$ cat config.mk
export PLATFORM = sky130hd
export DESIGN_NAME = cgr_gate_regs
export DESIGN_NICKNAME = d
export VERILOG_FILES = /design/src/pkg/cgr_pkg.sv /design/src/hdl/cgr_gate_regs.sv /design/src/hdl/cgr_clock_gate.sv /design/src/hdl/cgr_div_enable.sv
export SDC_FILE = /design/constraint.sdc
export NUM_CORES = 1
export LEC_CHECK = 0
export BUFFER_PORTS_ARGS = -buffer_cell sky130_fd_sc_hd__buf_2
export CORE_MARGIN = 3
export CORE_UTILIZATION = 51
export CTS_CLUSTER_SIZE = 25
export DETAILED_ROUTE_END_ITERATION = 8
export PLACE_DENSITY = 0.87
export SLEW_MARGIN = 20
export SYNTH_ARGS = -nofsm -noshare
export SYNTH_HDL_FRONTEND = slang
export SYNTH_HIERARCHICAL = 1
export SYNTH_SLANG_ARGS = --single-unit
$ cat constraint.sdc
create_clock -name CLK_I -period 2.5 [get_ports CLK_I]
set_clock_uncertainty 0.2 [all_clocks]
set_input_delay 0 -clock CLK_I [delete_from_list [all_inputs] [get_ports CLK_I]]
set_output_delay 0 -clock CLK_I [all_outputs]
set_load 0.02 [all_outputs]
$ cat src/pkg/cgr_pkg.sv
/*
 * Constants for the divider, monitor and calibration clock gate register bank:
 * register offsets, field positions, field widths and reset values.
 * Assumes an 8-bit register port with 16-bit byte addresses in the register clock domain.
 */
`default_nettype none

package cgr_pkg;

	// ============================================================
	// Register port geometry
	localparam int ADDR_W = 16;
	localparam int DATA_W = 8;

	// ============================================================
	// Register offsets
	localparam logic [ADDR_W-1:0] OFS_OUT4_LOAD_AUTODISABLE = 16'h0a2c;
	localparam logic [ADDR_W-1:0] OFS_SPARE_UPDATE_A        = 16'h0b24;
	localparam logic [ADDR_W-1:0] OFS_SPARE_UPDATE_B        = 16'h0b25;
	localparam logic [ADDR_W-1:0] OFS_FRACTIONAL_GATES      = 16'h0b44;
	localparam logic [ADDR_W-1:0] OFS_LOCK_LOSS_GATE        = 16'h0b45;
	localparam logic [ADDR_W-1:0] OFS_SIGNAL_LOSS_GATES     = 16'h0b46;
	localparam logic [ADDR_W-1:0] OFS_FREQ_OFFSET_GATES     = 16'h0b47;
	localparam logic [ADDR_W-1:0] OFS_FREQ_OFFSET_DIV_GATES = 16'h0b48;
	localparam logic [ADDR_W-1:0] OFS_CALIBRATION_OVERRIDE  = 16'h0b49;
	localparam logic [ADDR_W-1:0] OFS_DIVIDER_GATES         = 16'h0b4a;
	localparam logic [ADDR_W-1:0] OFS_OSC_CAL_CODE_LOW      = 16'h0b57;
	localparam logic [ADDR_W-1:0] OFS_OSC_CAL_CODE_HIGH     = 16'h0b58;
	localparam logic [ADDR_W-1:0] OFS_VALIDATION_DIV_CTRL   = 16'h0c02;
	localparam logic [ADDR_W-1:0] OFS_VALIDATION_PWRUP_SKIP = 16'h0c03;
	localparam logic [ADDR_W-1:0] OFS_INPUT_VALIDATION_ON   = 16'h0c07;
	localparam logic [ADDR_W-1:0] OFS_INPUT_VALIDATION_TIME = 16'h0c08;

	// ============================================================
	// Counts of gated targets and calibration field widths
	localparam int NUM_INPUTS   = 4;
	localparam int NUM_MONITORS = 5;
	localparam int NUM_OUT_DIVS = 5;
	localparam int CAL_W        = 2;
	localparam int CAL_CODE_W   = 12;

	// ============================================================
	// Field positions and widths
	localparam int POS_OUT4_LOAD_AUTODIS  = 3;
	localparam int POS_PRESCALER_FRAC_LSB = 0;
	localparam int POS_FEEDBACK_FRAC      = 5;
	localparam int POS_LOCK_LOSS          = 1;
	localparam int POS_SIGNAL_LOSS_LSB    = 0;
	localparam int POS_FREQ_OFFSET_LSB    = 0;
	localparam int POS_CAL_BLOCK_LSB      = 0;
	localparam int POS_CAL_FORCE_LSB      = 2;
	localparam int POS_OUT_DIV_LSB        = 0;
	localparam int POS_FEEDBACK_DIV       = 5;
	localparam int POS_FEEDBACK_CAL       = 6;
	localparam int POS_CAL_HIGH_LSB       = 0;
	localparam int CAL_HIGH_W             = 4;
	localparam int POS_VAL_DIV0_LSB       = 0;
	localparam int VAL_DIV0_W             = 3;
	localparam int POS_VAL_DIV1           = 4;
	localparam int POS_VAL_PWRUP_LSB      = 0;
	localparam int POS_VAL_ON             = 0;

	// ============================================================
	// Reset values: every gate clear so all gated clocks run; output dividers also need enable and power-up
	localparam logic [DATA_W-1:0]     RST_BYTE     = 8'h00;
	localparam logic [CAL_CODE_W-1:0] RST_CAL_CODE = 12'h000;
	localparam logic [DATA_W-1:0]     RD_UNMAPPED  = 8'h00;

endpackage

`default_nettype wire

$ cat src/hdl/cgr_gate_regs.sv
/*
 * Register bank gating the internal clocks of the divider, calibration and
 * monitoring logic, plus the spare update bytes, oscillator calibration code
 * and input validation settings.
 * Assumes the serial management port presents single-cycle byte reads and
 * writes in the CLK_I domain; output divider enable and power-up bits come
 * from their own registers elsewhere in the same domain.
 */
// How it works
// Four prescaler fraction gates, input 3 on top; 1 stops, 0 runs.
// Bit 5 stops the feedback fraction clock when 1, runs it when 0.
// Bit 1 of lock-loss byte stops the lock-loss detector clock when set.
// Four bits stop each input's signal-loss detector clock; 0 keeps it working.
// Five offset-monitor clock gates: bits 3..0 inputs, bit 4 crystal reference.
// Five offset-monitor divider gates, same mapping; all zero for normal use.
// Calibration block and force fields share a byte; zero means normal calibration.
// Five output divider gates; a set bit stops that divider's clock.
// Bit 5 of divider byte disables the feedback divider when set.
// Bit 6 of divider byte blocks feedback divider calibration when set.
// Two spare read/write bytes, no function, used during live updates.
// Output divider runs only if enabled, powered up and not gated.
// Gate changes take effect on clock edges, never truncating a pulse.
`timescale 1ns/1ps
`default_nettype none

module cgr_gate_regs
	import cgr_pkg::*;
(
	// Clock and reset
	input  wire logic                    CLK_I,
	input  wire logic                    SYS_RST_I,
	// Register port
	input  wire logic [ADDR_W-1:0]       REG_ADDR_I,
	input  wire logic                    REG_WR_I,
	input  wire logic [DATA_W-1:0]       REG_WDATA_I,
	input  wire logic                    REG_RD_I,
	output logic      [DATA_W-1:0]       REG_RDATA_O,
	// Output divider qualifiers from neighbouring registers
	input  wire logic [NUM_OUT_DIVS-1:0] OUTPUT_DIVIDER_ENABLE_I,
	input  wire logic [NUM_OUT_DIVS-1:0] OUTPUT_DIVIDER_POWERUP_I,
	// Fractional section run enables
	output logic      [NUM_INPUTS-1:0]   PRESCALER_FRACTION_RUN_O,
	output logic                         FEEDBACK_FRACTION_RUN_O,
	// Monitor run enables
	output logic                         LOCK_LOSS_DETECTOR_RUN_O,
	output logic      [NUM_INPUTS-1:0]   SIGNAL_LOSS_DETECTOR_RUN_O,
	output logic      [NUM_MONITORS-1:0] FREQ_OFFSET_RUN_O,
	output logic      [NUM_MONITORS-1:0] FREQ_OFFSET_DIVIDER_RUN_O,
	// Calibration controls
	output logic      [CAL_W-1:0]        CALIBRATION_BLOCK_O,
	output logic      [CAL_W-1:0]        CALIBRATION_FORCE_O,
	output logic                         FEEDBACK_CALIBRATION_ALLOW_O,
	// Divider run enables
	output logic      [NUM_OUT_DIVS-1:0] OUTPUT_DIVIDER_RUN_O,
	output logic                         FEEDBACK_DIVIDER_RUN_O,
	// Plain settings
	output logic                         OUT4_LOAD_AUTODISABLE_O,
	output logic      [DATA_W-1:0]       SPARE_UPDATE_A_O,
	output logic      [DATA_W-1:0]       SPARE_UPDATE_B_O,
	output logic      [CAL_CODE_W-1:0]   OSCILLATOR_CAL_CODE_O,
	output logic      [VAL_DIV0_W-1:0]   VALIDATION_DIV_CTRL0_O,
	output logic                         VALIDATION_DIV_CTRL1_O,
	output logic      [NUM_INPUTS-1:0]   VALIDATION_POWERUP_SKIP_O,
	output logic                         INPUT_VALIDATION_ON_O,
	output logic      [DATA_W-1:0]       INPUT_VALIDATION_PERIOD_O
);

	// ============================================================
	// Helpers
	function automatic logic wr_hit(input logic [ADDR_W-1:0] ofs);
		return REG_WR_I && (REG_ADDR_I == ofs);
	endfunction

	// ============================================================
	// Stored fields
	logic                    out4_load_autodisable_r;
	logic [DATA_W-1:0]       spare_a_r;
	logic [DATA_W-1:0]       spare_b_r;

	// Clock gate bits, a 1 stops the clock, then calibration and validation fields
	logic [NUM_INPUTS-1:0]   prescaler_fraction_gate_r;
	logic                    feedback_fraction_gate_r;
	logic                    lock_loss_gate_r;
	logic [NUM_INPUTS-1:0]   signal_loss_gate_r;
	logic [NUM_MONITORS-1:0] freq_offset_gate_r;
	logic [NUM_MONITORS-1:0] freq_offset_divider_gate_r;
	logic [CAL_W-1:0]        calibration_block_r;
	logic [CAL_W-1:0]        calibration_force_r;
	logic [NUM_OUT_DIVS-1:0] output_divider_gate_r;
	logic                    feedback_divider_gate_r;
	logic                    feedback_calibration_block_r;
	logic [CAL_CODE_W-1:0]   oscillator_cal_code_r;
	logic [VAL_DIV0_W-1:0]   val_div0_r;
	logic                    val_div1_r;
	logic [NUM_INPUTS-1:0]   val_pwrup_skip_r;
	logic                    input_validation_on_r;
	logic [DATA_W-1:0]       input_validation_period_r;

	// Read path
	logic [DATA_W-1:0]       rdata_nxt;

	// ============================================================
	// Fractional section gates
	always_ff @(posedge CLK_I) begin
		if (SYS_RST_I) begin
			prescaler_fraction_gate_r <= RST_BYTE[NUM_INPUTS-1:0];
			feedback_fraction_gate_r  <= 1'b0;
		end else if (wr_hit(OFS_FRACTIONAL_GATES)) begin
			prescaler_fraction_gate_r <= REG_WDATA_I[POS_PRESCALER_FRAC_LSB +: NUM_INPUTS];
			feedback_fraction_gate_r  <= REG_WDATA_I[POS_FEEDBACK_FRAC];
		end
	end

	// ============================================================
	// Monitor gates
	always_ff @(posedge CLK_I) begin
		if (SYS_RST_I) begin
			lock_loss_gate_r           <= 1'b0;
			signal_loss_gate_r         <= RST_BYTE[NUM_INPUTS-1:0];
			freq_offset_gate_r         <= RST_BYTE[NUM_MONITORS-1:0];
			freq_offset_divider_gate_r <= RST_BYTE[NUM_MONITORS-1:0];
		end else begin
			if (wr_hit(OFS_LOCK_LOSS_GATE)) begin
				lock_loss_gate_r <= REG_WDATA_I[POS_LOCK_LOSS];
			end
			if (wr_hit(OFS_SIGNAL_LOSS_GATES)) begin
				signal_loss_gate_r <= REG_WDATA_I[POS_SIGNAL_LOSS_LSB +: NUM_INPUTS];
			end
			if (wr_hit(OFS_FREQ_OFFSET_GATES)) begin
				freq_offset_gate_r <= REG_WDATA_I[POS_FREQ_OFFSET_LSB +: NUM_MONITORS];
			end
			if (wr_hit(OFS_FREQ_OFFSET_DIV_GATES)) begin
				freq_offset_divider_gate_r <= REG_WDATA_I[POS_FREQ_OFFSET_LSB +: NUM_MONITORS];
			end
		end
	end

	// ============================================================
	// Calibration override and divider gates
	always_ff @(posedge CLK_I) begin
		if (SYS_RST_I) begin
			calibration_block_r          <= RST_BYTE[CAL_W-1:0];
			calibration_force_r          <= RST_BYTE[CAL_W-1:0];
			output_divider_gate_r        <= RST_BYTE[NUM_OUT_DIVS-1:0];
			feedback_divider_gate_r      <= 1'b0;
			feedback_calibration_block_r <= 1'b0;
		end else begin
			if (wr_hit(OFS_CALIBRATION_OVERRIDE)) begin
				calibration_block_r <= REG_WDATA_I[POS_CAL_BLOCK_LSB +: CAL_W];
				calibration_force_r <= REG_WDATA_I[POS_CAL_FORCE_LSB +: CAL_W];
			end
			if (wr_hit(OFS_DIVIDER_GATES)) begin
				output_divider_gate_r        <= REG_WDATA_I[POS_OUT_DIV_LSB +: NUM_OUT_DIVS];
				feedback_divider_gate_r      <= REG_WDATA_I[POS_FEEDBACK_DIV];
				feedback_calibration_block_r <= REG_WDATA_I[POS_FEEDBACK_CAL];
			end
		end
	end

	// ============================================================
	// Spare update bytes and auto-disable
	always_ff @(posedge CLK_I) begin
		if (SYS_RST_I) begin
			spare_a_r               <= RST_BYTE;
			spare_b_r               <= RST_BYTE;
			out4_load_autodisable_r <= 1'b0;
		end else begin
			if (wr_hit(OFS_SPARE_UPDATE_A)) begin
				spare_a_r <= REG_WDATA_I;
			end
			if (wr_hit(OFS_SPARE_UPDATE_B)) begin
				spare_b_r <= REG_WDATA_I;
			end
			if (wr_hit(OFS_OUT4_LOAD_AUTODISABLE)) begin
				out4_load_autodisable_r <= REG_WDATA_I[POS_OUT4_LOAD_AUTODIS];
			end
		end
	end

	// ============================================================
	// Oscillator calibration code and input validation
	always_ff @(posedge CLK_I) begin
		if (SYS_RST_I) begin
			oscillator_cal_code_r     <= RST_CAL_CODE;
			val_div0_r                <= RST_BYTE[VAL_DIV0_W-1:0];
			val_div1_r                <= 1'b0;
			val_pwrup_skip_r          <= RST_BYTE[NUM_INPUTS-1:0];
			input_validation_on_r     <= 1'b0;
			input_validation_period_r <= RST_BYTE;
		end else begin
			if (wr_hit(OFS_OSC_CAL_CODE_LOW)) begin
				oscillator_cal_code_r[DATA_W-1:0] <= REG_WDATA_I;
			end
			if (wr_hit(OFS_OSC_CAL_CODE_HIGH)) begin
				oscillator_cal_code_r[CAL_CODE_W-1:DATA_W] <= REG_WDATA_I[POS_CAL_HIGH_LSB +: CAL_HIGH_W];
			end
			if (wr_hit(OFS_VALIDATION_DIV_CTRL)) begin
				val_div0_r <= REG_WDATA_I[POS_VAL_DIV0_LSB +: VAL_DIV0_W];
				val_div1_r <= REG_WDATA_I[POS_VAL_DIV1];
			end
			if (wr_hit(OFS_VALIDATION_PWRUP_SKIP)) begin
				val_pwrup_skip_r <= REG_WDATA_I[POS_VAL_PWRUP_LSB +: NUM_INPUTS];
			end
			if (wr_hit(OFS_INPUT_VALIDATION_ON)) begin
				input_validation_on_r <= REG_WDATA_I[POS_VAL_ON];
			end
			if (wr_hit(OFS_INPUT_VALIDATION_TIME)) begin
				input_validation_period_r <= REG_WDATA_I;
			end
		end
	end

	// ============================================================
	// Read decode: unused bits and unmapped addresses read zero
	always_comb begin
		rdata_nxt = RD_UNMAPPED;
		unique case (REG_ADDR_I)
			OFS_OUT4_LOAD_AUTODISABLE: begin
				rdata_nxt[POS_OUT4_LOAD_AUTODIS] = out4_load_autodisable_r;
			end
			OFS_SPARE_UPDATE_A:        rdata_nxt = spare_a_r;
			OFS_SPARE_UPDATE_B:        rdata_nxt = spare_b_r;
			OFS_FRACTIONAL_GATES: begin
				rdata_nxt[POS_PRESCALER_FRAC_LSB +: NUM_INPUTS] = prescaler_fraction_gate_r;
				rdata_nxt[POS_FEEDBACK_FRAC]                    = feedback_fraction_gate_r;
			end
			OFS_LOCK_LOSS_GATE: begin
				rdata_nxt[POS_LOCK_LOSS] = lock_loss_gate_r;
			end
			OFS_SIGNAL_LOSS_GATES: begin
				rdata_nxt[POS_SIGNAL_LOSS_LSB +: NUM_INPUTS] = signal_loss_gate_r;
			end
			OFS_FREQ_OFFSET_GATES: begin
				rdata_nxt[POS_FREQ_OFFSET_LSB +: NUM_MONITORS] = freq_offset_gate_r;
			end
			OFS_FREQ_OFFSET_DIV_GATES: begin
				rdata_nxt[POS_FREQ_OFFSET_LSB +: NUM_MONITORS] = freq_offset_divider_gate_r;
			end
			OFS_CALIBRATION_OVERRIDE: begin
				rdata_nxt[POS_CAL_BLOCK_LSB +: CAL_W] = calibration_block_r;
				rdata_nxt[POS_CAL_FORCE_LSB +: CAL_W] = calibration_force_r;
			end
			OFS_DIVIDER_GATES: begin
				rdata_nxt[POS_OUT_DIV_LSB +: NUM_OUT_DIVS] = output_divider_gate_r;
				rdata_nxt[POS_FEEDBACK_DIV]                = feedback_divider_gate_r;
				rdata_nxt[POS_FEEDBACK_CAL]                = feedback_calibration_block_r;
			end
			OFS_OSC_CAL_CODE_LOW:      rdata_nxt = oscillator_cal_code_r[DATA_W-1:0];
			OFS_OSC_CAL_CODE_HIGH: begin
				rdata_nxt[POS_CAL_HIGH_LSB +: CAL_HIGH_W] = oscillator_cal_code_r[CAL_CODE_W-1:DATA_W];
			end
			OFS_VALIDATION_DIV_CTRL: begin
				rdata_nxt[POS_VAL_DIV0_LSB +: VAL_DIV0_W] = val_div0_r;
				rdata_nxt[POS_VAL_DIV1]                   = val_div1_r;
			end
			OFS_VALIDATION_PWRUP_SKIP: begin
				rdata_nxt[POS_VAL_PWRUP_LSB +: NUM_INPUTS] = val_pwrup_skip_r;
			end
			OFS_INPUT_VALIDATION_ON: begin
				rdata_nxt[POS_VAL_ON] = input_validation_on_r;
			end
			OFS_INPUT_VALIDATION_TIME: rdata_nxt = input_validation_period_r;
			default:                   rdata_nxt = RD_UNMAPPED;
		endcase
	end

	// Read data holds until the next read strobe
	always_ff @(posedge CLK_I) begin
		if (SYS_RST_I) begin
			REG_RDATA_O <= RD_UNMAPPED;
		end else if (REG_RD_I) begin
			REG_RDATA_O <= rdata_nxt;
		end
	end

	// ============================================================
	// Gated clock enables, each switched on a clock edge
	cgr_clock_gate #(.WIDTH(NUM_INPUTS)) u_prescaler_gate (
		.clk_i      (CLK_I),
		.rst_i      (SYS_RST_I),
		.gate_off_i (prescaler_fraction_gate_r),
		.run_o      (PRESCALER_FRACTION_RUN_O)
	);

	cgr_clock_gate #(.WIDTH(1)) u_feedback_fraction_gate (
		.clk_i      (CLK_I),
		.rst_i      (SYS_RST_I),
		.gate_off_i (feedback_fraction_gate_r),
		.run_o      (FEEDBACK_FRACTION_RUN_O)
	);

	cgr_clock_gate #(.WIDTH(1)) u_feedback_divider_gate (
		.clk_i      (CLK_I),
		.rst_i      (SYS_RST_I),
		.gate_off_i (feedback_divider_gate_r),
		.run_o      (FEEDBACK_DIVIDER_RUN_O)
	);

	cgr_clock_gate #(.WIDTH(1 + NUM_INPUTS)) u_loss_gate (
		.clk_i      (CLK_I),
		.rst_i      (SYS_RST_I),
		.gate_off_i ({lock_loss_gate_r, signal_loss_gate_r}),
		.run_o      ({LOCK_LOSS_DETECTOR_RUN_O, SIGNAL_LOSS_DETECTOR_RUN_O})
	);

	cgr_clock_gate #(.WIDTH(2 * NUM_MONITORS)) u_offset_gate (
		.clk_i      (CLK_I),
		.rst_i      (SYS_RST_I),
		.gate_off_i ({freq_offset_gate_r, freq_offset_divider_gate_r}),
		.run_o      ({FREQ_OFFSET_RUN_O, FREQ_OFFSET_DIVIDER_RUN_O})
	);

	cgr_div_enable u_div_enable (
		.clk_i      (CLK_I),
		.rst_i      (SYS_RST_I),
		.enable_i   (OUTPUT_DIVIDER_ENABLE_I),
		.powerup_i  (OUTPUT_DIVIDER_POWERUP_I),
		.gate_off_i (output_divider_gate_r),
		.run_o      (OUTPUT_DIVIDER_RUN_O)
	);

	// ============================================================
	// Plain setting outputs
	assign CALIBRATION_BLOCK_O          = calibration_block_r;
	assign CALIBRATION_FORCE_O          = calibration_force_r;
	assign FEEDBACK_CALIBRATION_ALLOW_O = ~feedback_calibration_block_r;

	// Spare bytes and auto-disable
	assign OUT4_LOAD_AUTODISABLE_O      = out4_load_autodisable_r;
	assign SPARE_UPDATE_A_O             = spare_a_r;
	assign SPARE_UPDATE_B_O             = spare_b_r;

	// Calibration code and input validation
	assign OSCILLATOR_CAL_CODE_O        = oscillator_cal_code_r;
	assign VALIDATION_DIV_CTRL0_O       = val_div0_r;
	assign VALIDATION_DIV_CTRL1_O       = val_div1_r;
	assign VALIDATION_POWERUP_SKIP_O    = val_pwrup_skip_r;
	assign INPUT_VALIDATION_ON_O        = input_validation_on_r;
	assign INPUT_VALIDATION_PERIOD_O    = input_validation_period_r;

endmodule // cgr_gate_regs

`default_nettype wire

$ cat src/hdl/cgr_clock_gate.sv
/*
 * Glitch-free gate enable stage: turns a vector of gate-off bits into
 * registered run enables, one per gated clock.
 * Assumes the gated clocks are built as clock enables in the CLK_I domain,
 * so a registered enable changes only on a clock edge and never cuts a pulse.
 */
`timescale 1ns/1ps
`default_nettype none

module cgr_clock_gate #(
	parameter int WIDTH = 1
) (
	// Clock and reset
	input  wire logic             clk_i,
	input  wire logic             rst_i,
	// Gate control
	input  wire logic [WIDTH-1:0] gate_off_i,
	// Run enables
	output logic      [WIDTH-1:0] run_o
);

	// ============================================================
	// Enable register
	always_ff @(posedge clk_i) begin
		if (rst_i) begin
			run_o <= '1;
		end else begin
			run_o <= ~gate_off_i;
		end
	end

endmodule // cgr_clock_gate

`default_nettype wire

$ cat src/hdl/cgr_div_enable.sv
/*
 * Output divider run qualifier: a divider runs only when enabled, powered up
 * and not clock gated.
 * Assumes enable and power-up bits come from registers in the same clock domain.
 */
`timescale 1ns/1ps
`default_nettype none

module cgr_div_enable
	import cgr_pkg::*;
(
	// Clock and reset
	input  wire logic                    clk_i,
	input  wire logic                    rst_i,
	// Qualifying terms
	input  wire logic [NUM_OUT_DIVS-1:0] enable_i,
	input  wire logic [NUM_OUT_DIVS-1:0] powerup_i,
	input  wire logic [NUM_OUT_DIVS-1:0] gate_off_i,
	// Run result
	output logic      [NUM_OUT_DIVS-1:0] run_o
);

	// ============================================================
	// Three-way qualification, registered so a change lands on an edge
	always_ff @(posedge clk_i) begin
		if (rst_i) begin
			run_o <= '0;
		end else begin
			run_o <= enable_i & powerup_i & ~gate_off_i;
		end
	end

endmodule // cgr_div_enable

`default_nettype wire

After elaboration in Yosys (flattened, before gate mapping) --
Index checks and enable logic that the tools add are counted. Widths: inputs -> output; s select.
Operators by class: eq/ne operators 16, muxes and demuxes 8, bitwise logic cells 9, reductions and logical operators 16
Operator list (count):
- $eq 16x12->1 const B | 16
- $pmux 1 s14 | 2
- $pmux 1 s13 | 2
- $logic_and 1x1->1 | 16
- $and 5x5->5 | 2
- $not 10->10 | 1
- $not 5->5 | 2
- $pmux 1 s8 | 1
- $pmux 1 s6 | 1
- $pmux 1 s5 | 1
- $not 4->4 | 1
- $pmux 1 s4 | 1
- $not 1->1 | 3
Storage, ports and cells: flip-flop bits (word level) 111, input port bits 38, output and inout port bits 85, word-level logic and storage cells 77

Depth between registers and ports, before layout --
depth in word-level cells 2, mapped depth 7, mapped depth without buffers 5

By module --
The synthesis kept the hierarchy.
By module, submodules not included:
- cgr_gate_regs | instances 1, cells an instance 494, area each 4150.2 sq um, sequential area each 1701.6 sq um
- cgr_clock_gate (u_offset_gate) | instances 1, cells an instance 20, area each 262.8 sq um, sequential area each 200.2 sq um
- cgr_div_enable | instances 1, cells an instance 10, area each 162.7 sq um, sequential area each 100.1 sq um
- cgr_clock_gate (u_loss_gate) | instances 1, cells an instance 10, area each 131.4 sq um, sequential area each 100.1 sq um
- cgr_clock_gate (u_prescaler_gate) | instances 1, cells an instance 8, area each 105.1 sq um, sequential area each 80.1 sq um
- cgr_clock_gate (u_feedback_divider_gate ...) | instances 2, cells an instance 2, area each 26.3 sq um, sequential area each 20.0 sq um

Least setup slack after synthesis --
OpenSTA, ideal clock, no wires.
path type in2reg, start input port REG_ADDR_I[10], end register REG_RDATA_O[4], setup time 0.091 ns, arrival time 1.767 ns, required time 2.209 ns, path slack 0.442 ns, cell stages on the path 6, buffers on the path 1, path through or4b_4 > buf_6 > or4_4 > o31ai_2 > a221oi_1 > a311oi_1
Between the ends: longest elaborated chain between the ends 2, elaborated cells on any way between the ends 9
Ends and longest elaborated chain:
- start: declaration | RTL line cgr_gate_regs.sv:33 | input wire logic [ADDR_W-1:0] REG_ADDR_I,
- $eq 16x12->1 | RTL line cgr_gate_regs.sv:217 | unique case (REG_ADDR_I)
- $pmux 1 s8 * | RTL line cgr_gate_regs.sv:217
- end signal: assignment | RTL line cgr_gate_regs.sv:272 | REG_RDATA_O <= rdata_nxt;
- end: declaration | RTL line cgr_gate_regs.sv:37 | output logic [DATA_W-1:0] REG_RDATA_O,
Mark *: on every way between the ends. The rest lies on a longest branch, timed or not. A chain may end at the register's enable or synchronous reset.

Final worst setup path --
start input port REG_ADDR_I[5], end register REG_RDATA_O[0]
Between the ends: longest elaborated chain between the ends 2, elaborated cells on any way between the ends 15
Ends and longest elaborated chain (RTL line):
- $eq 16x12->1 | cgr_gate_regs.sv:217
- $pmux 1 s14 * | cgr_gate_regs.sv:217
Marked as above.

==> parameters.txt <==
Parameter                              Value

Drt
  Detailed Route WL ... approximately 16 mm
  Antenna-violating nets left ... 0
  Vias after detailed routing ... roughly 5k
  Initial DRC count ... between 700 and 800
  Post-route DRC ... 0
  Total iterations of the first detailed-routing run ... 6
  Post-detailed-route via-to-cell ratio ... about 6.0
  Post-DR wirelength/cell ... 19.3 um

Placement
  Detailed Place HPWL ... around 11 mm
  Area post-placement ... around 5600 um^2
  Setup slack at placement ... about 180 ps
  Number of port buffers ... ~120
  Number of placed instances with taps included ... 784
  Routability-driven placement congestion ratio ... about 0.98

Pwr
  Share of power burned in combinational logic ... under 10%
  Clock network power share ... about a third
  Power Total ... between 3 and 4 mW
  Sequential share of power ... a little under three fifths
  P_sw ... around 830 uW
  Proportion of total power due to net switching ... a little over a quarter
  Leakage power total ... around 2.4 nW
  VDD IR-drop max ... around 0.3 mV
  Ratio of total power to cell area ... 511 nW/um^2
  Internal portion of total power ... 2.29 mW

STA
  Final count of negative-setup-slack endpoints ... 0
  Minimum hold slack ... about 24 ps
  Setup TNS ... 0 ps
  Slew Limit Fails ... 0
  Final hold violations ... 0
  Final Cycle Share ... 98.0%
  Worst slew margin relative to its limit ... about three fifths
  Slew at the pin closest to its max-slew limit ... 573 ps
  Fmax ... approximately 400 MHz
  Final min period ... between 2000 and 2500 ps
  Setup repair after global routing missed its margin ... true
  Final setup slack of the worst path ... 49.5 ps

Clock network
  TritonCTS clock tree ... built
  Clock Latency Late Sink ... approximately 380 ps
  Longest Clk Path Bufs ... 2
  CTS Buf Count ... 9
  Clock transition at the registers of the reported paths ... around 100 ps
  Buffers inserted by post-CTS timing repair ... 0
  Clk root buf ... clkbuf_8
  Sink Count ... 111
  Max H-tree Level ... 3

Global routing
  Pin count of the biggest net entering global routing ... between 80 and 90
  Vias in the first global route ... between 4k and 5k
  Number of antenna violations at the first check in global routing ... 0
  Overall routing resource usage ... approximately 30%
  First-pass GRT wire length ... ~25 mm
  Remaining global-route overflow ... 0

Worst setup path
  Startpoint of the worst setup timing path ... REG_ADDR_I[5]
  Source of the worst register-to-register timing path ... output_divider_gate_r[1]$_SDFFE_PP0P_
  Maximum fanout count along the critical path ... 9
  Sort of element at the start of the critical path ... input port
  Critical path data arrival time ... about 2500 ps
  Worst r2r path cells ... 5
  Critical Path End Type ... register
  Critical path data required time ... about 2600 ps
  Critical path class ... input port to register

Floorplan
  Count of standard-cell rows ... 35
  Number of top-level design ports ... 123
  Core area ... approximately 9000 um^2
  Die Span X ... 104 um
  Die area ... 10700 um^2
  Initial core utilization ... about 53%
  Vertical die dimension ... roughly 100 um

Layout
  Final cell area excluding filler cells ... ~6100 um^2
  NumNets Final ... about 730
  Area Overhead vs Synth ... 25.4%
  Share of post-route cells with drive strength above 1 ... between 20% and 30%
  Number of cells in the finished layout apart from fillers ... between 800 and 900
  Fin util ... 66.0%
  Antenna fix cells ... 0
  Filler Cell Count ... around 750

Synthesis
  Synth Area in Simple Gates ... between 30% and 40%
  Number of distinct library cells after synthesis ... 56
  Netlist area before placement ... a little under 5000 um^2
  Largest family of logic cells by synthesized area ... simple AND/OR/NAND/NOR gates
  Top area cells in the synthesized netlist ... dfxtp_1, nand3_1, a21oi_1, nand2_1, mux2i_1
  Post-synthesis mux area share ... 5.38%
  Count of flip-flops with a built-in enable after synthesis ... 0
  Cells after synthesis ... approximately 550
  Post-synthesis adder-cell area fraction ... 0%
  Warning count from the yosys run ... 6
  Async set or reset register ratio after synthesis ... 0%
  Flop and latch count out of synthesis ... between 100 and 150
  Net count after synthesis ... a little under 600
  Top cell type by total area after synthesis ... dfxtp_1
  Syn Area/Cell ... 8.91 um^2
  Part of the Yosys area used for sequential elements ... between 40 and 50%
  Primary FF master, synth ... dfxtp_1
  Share of the synthesized netlist area taken by xor and xnor gates ... 0%
  Synth Area in Compound Gates ... 13.6%
  Area share of the leading cell type in the synthesized netlist ... a little under half

Run status
  Status ... finished clean

Worst hold path
  Source of the worst hold timing path ... REG_ADDR_I[14]
  HP Class ... input port to register
  Hold Path Stages ... 6

Job
  Max-Cap Viols ... 0
-- cells in the mapped netlist, types with 4 or more instances --
| library cell | instances |
|---|---|
| and3_1 | 4 |
| clkbuf_1 | 23 |
| a22oi_1 | 5 |
| a22o_1 | 4 |
| nand3_1 | 70 |
| buf_6 | 6 |
| a21oi_1 | 61 |
| a222oi_1 | 6 |
| nand2_1 | 69 |
| nor2_1 | 37 |
| or4b_2 | 6 |
| nand2b_1 | 23 |
| a311oi_1 | 5 |
| mux2i_1 | 25 |
| a211oi_1 | 5 |
| o2bb2ai_1 | 4 |
| nor4_2 | 4 |
| nor4_1 | 7 |
| buf_2 | 4 |
| and4bb_2 | 5 |
| dfxtp_1 | 111 |
| nand4_1 | 4 |
-- cells in the final DEF, fill, tap and decap left out, drive strengths merged, types with 5 or more instances in the layout --
cell type    instances
and4bb               5
inv                  7
clkbuf              10
a21oi               61
or4b                 8
nand3               70
a222oi               6
a22oi                5
mux2i               25
dlygate4sd3         24
buf                146
nor4                14
nand2               69
nor2                37
nand2b              23
a311oi               5
dfxtp              111
a211oi               5
-- routing by layer --
metal / vias to the layer above / part of all wire [%] / GRT usage (%)
li1: 2274 / - / -
met1: 2336 / 41 / 38.3
met2: 292 / 46 / 46.2
met3: 55 / 9.4 / 5.30
met4: 0 / 4.3 / 14.5
met5: - / 0 / 0
-- registers in the layout (all words and copies together) (netlist names), 2 cells and up --
| signal | count |
|---|---|
| signal_loss_gate_r | 4 |
| freq_offset_gate_r | 5 |
| freq_offset_divider_gate_r | 5 |
| REG_RDATA_O | 8 |
| OSCILLATOR_CAL_CODE_O | 12 |
| prescaler_fraction_gate_r | 4 |
| u_loss_gate/run_o | 5 |
| u_offset_gate/run_o | 10 |
| u_div_enable/run_o | 5 |
| VALIDATION_DIV_CTRL0_O | 3 |
| u_prescaler_gate/run_o | 4 |
| INPUT_VALIDATION_PERIOD_O | 8 |
| CALIBRATION_FORCE_O | 2 |
| CALIBRATION_BLOCK_O | 2 |
| VALIDATION_POWERUP_SKIP_O | 4 |
| SPARE_UPDATE_B_O | 8 |
| output_divider_gate_r | 5 |
| SPARE_UPDATE_A_O | 8 |
-- timing repair --
action,4_1_cts,5_1_grt
resized for setup,0,5
endpoints found under the hold margin,95,0
hold buffers,24,0
endpoints found under the setup margin,0,7
-- critical path, stage by stage --
cell and delay [ps]:
dlygate4sd3_1 550, buf_2 170, or4b_1 580, buf_4 220, nor4_4 210, buf_4 220
a22o_1 240, a2111oi_0 90, a211oi_1 250
-- logic make-up (layout without fill, tap and decap cells) --
family / Yosys count / in the layout
buffers and inverters: 40 / 189
muxes: 26 / 26
and+or+nand+nor: 266 / 266
DFF: 111 / 111
AOI/OAI and AO/OA: 103 / 103
-- power by group through the flow --
stage	sequential, mW	combinational [mW]	clock [mW]
after detailed placement	1.82	0.228	0
after CTS	1.78	0.255	1.09
after global placement	1.82	0.223	0
final	1.78	0.265	1.07
after global routing	1.78	0.280	1.14
after floorplan	1.83	0.121	0
-- final timing paths --
kind / end / slack (ps)
worst max register to register: REG_RDATA_O[1]$_SDFFE_PP0P_ / 820
worst min-delay path: INPUT_VALIDATION_ON_O$_SDFFE_PP0P_ / 20
worst max-delay path: REG_RDATA_O[0]$_SDFFE_PP0P_ / 50
worst min register to register: u_offset_gate/run_o[0]$_SDFF_PP1_ / 220
-- cell type report --
cell class	count	area (um^2)	share of cell area (%)
Clock buffer	10	138	2.26
Clock inverter	6	58.8	0.964
Inverter	3	11.3	0.185
Multi-Input combinational cell	395	2450	40.2
Sequential cell	111	2220	36.4
Tap cell	129	161	2.65
Timing Repair Buffer	170	1060	17.3
Power figures use the tool's default switching activity.
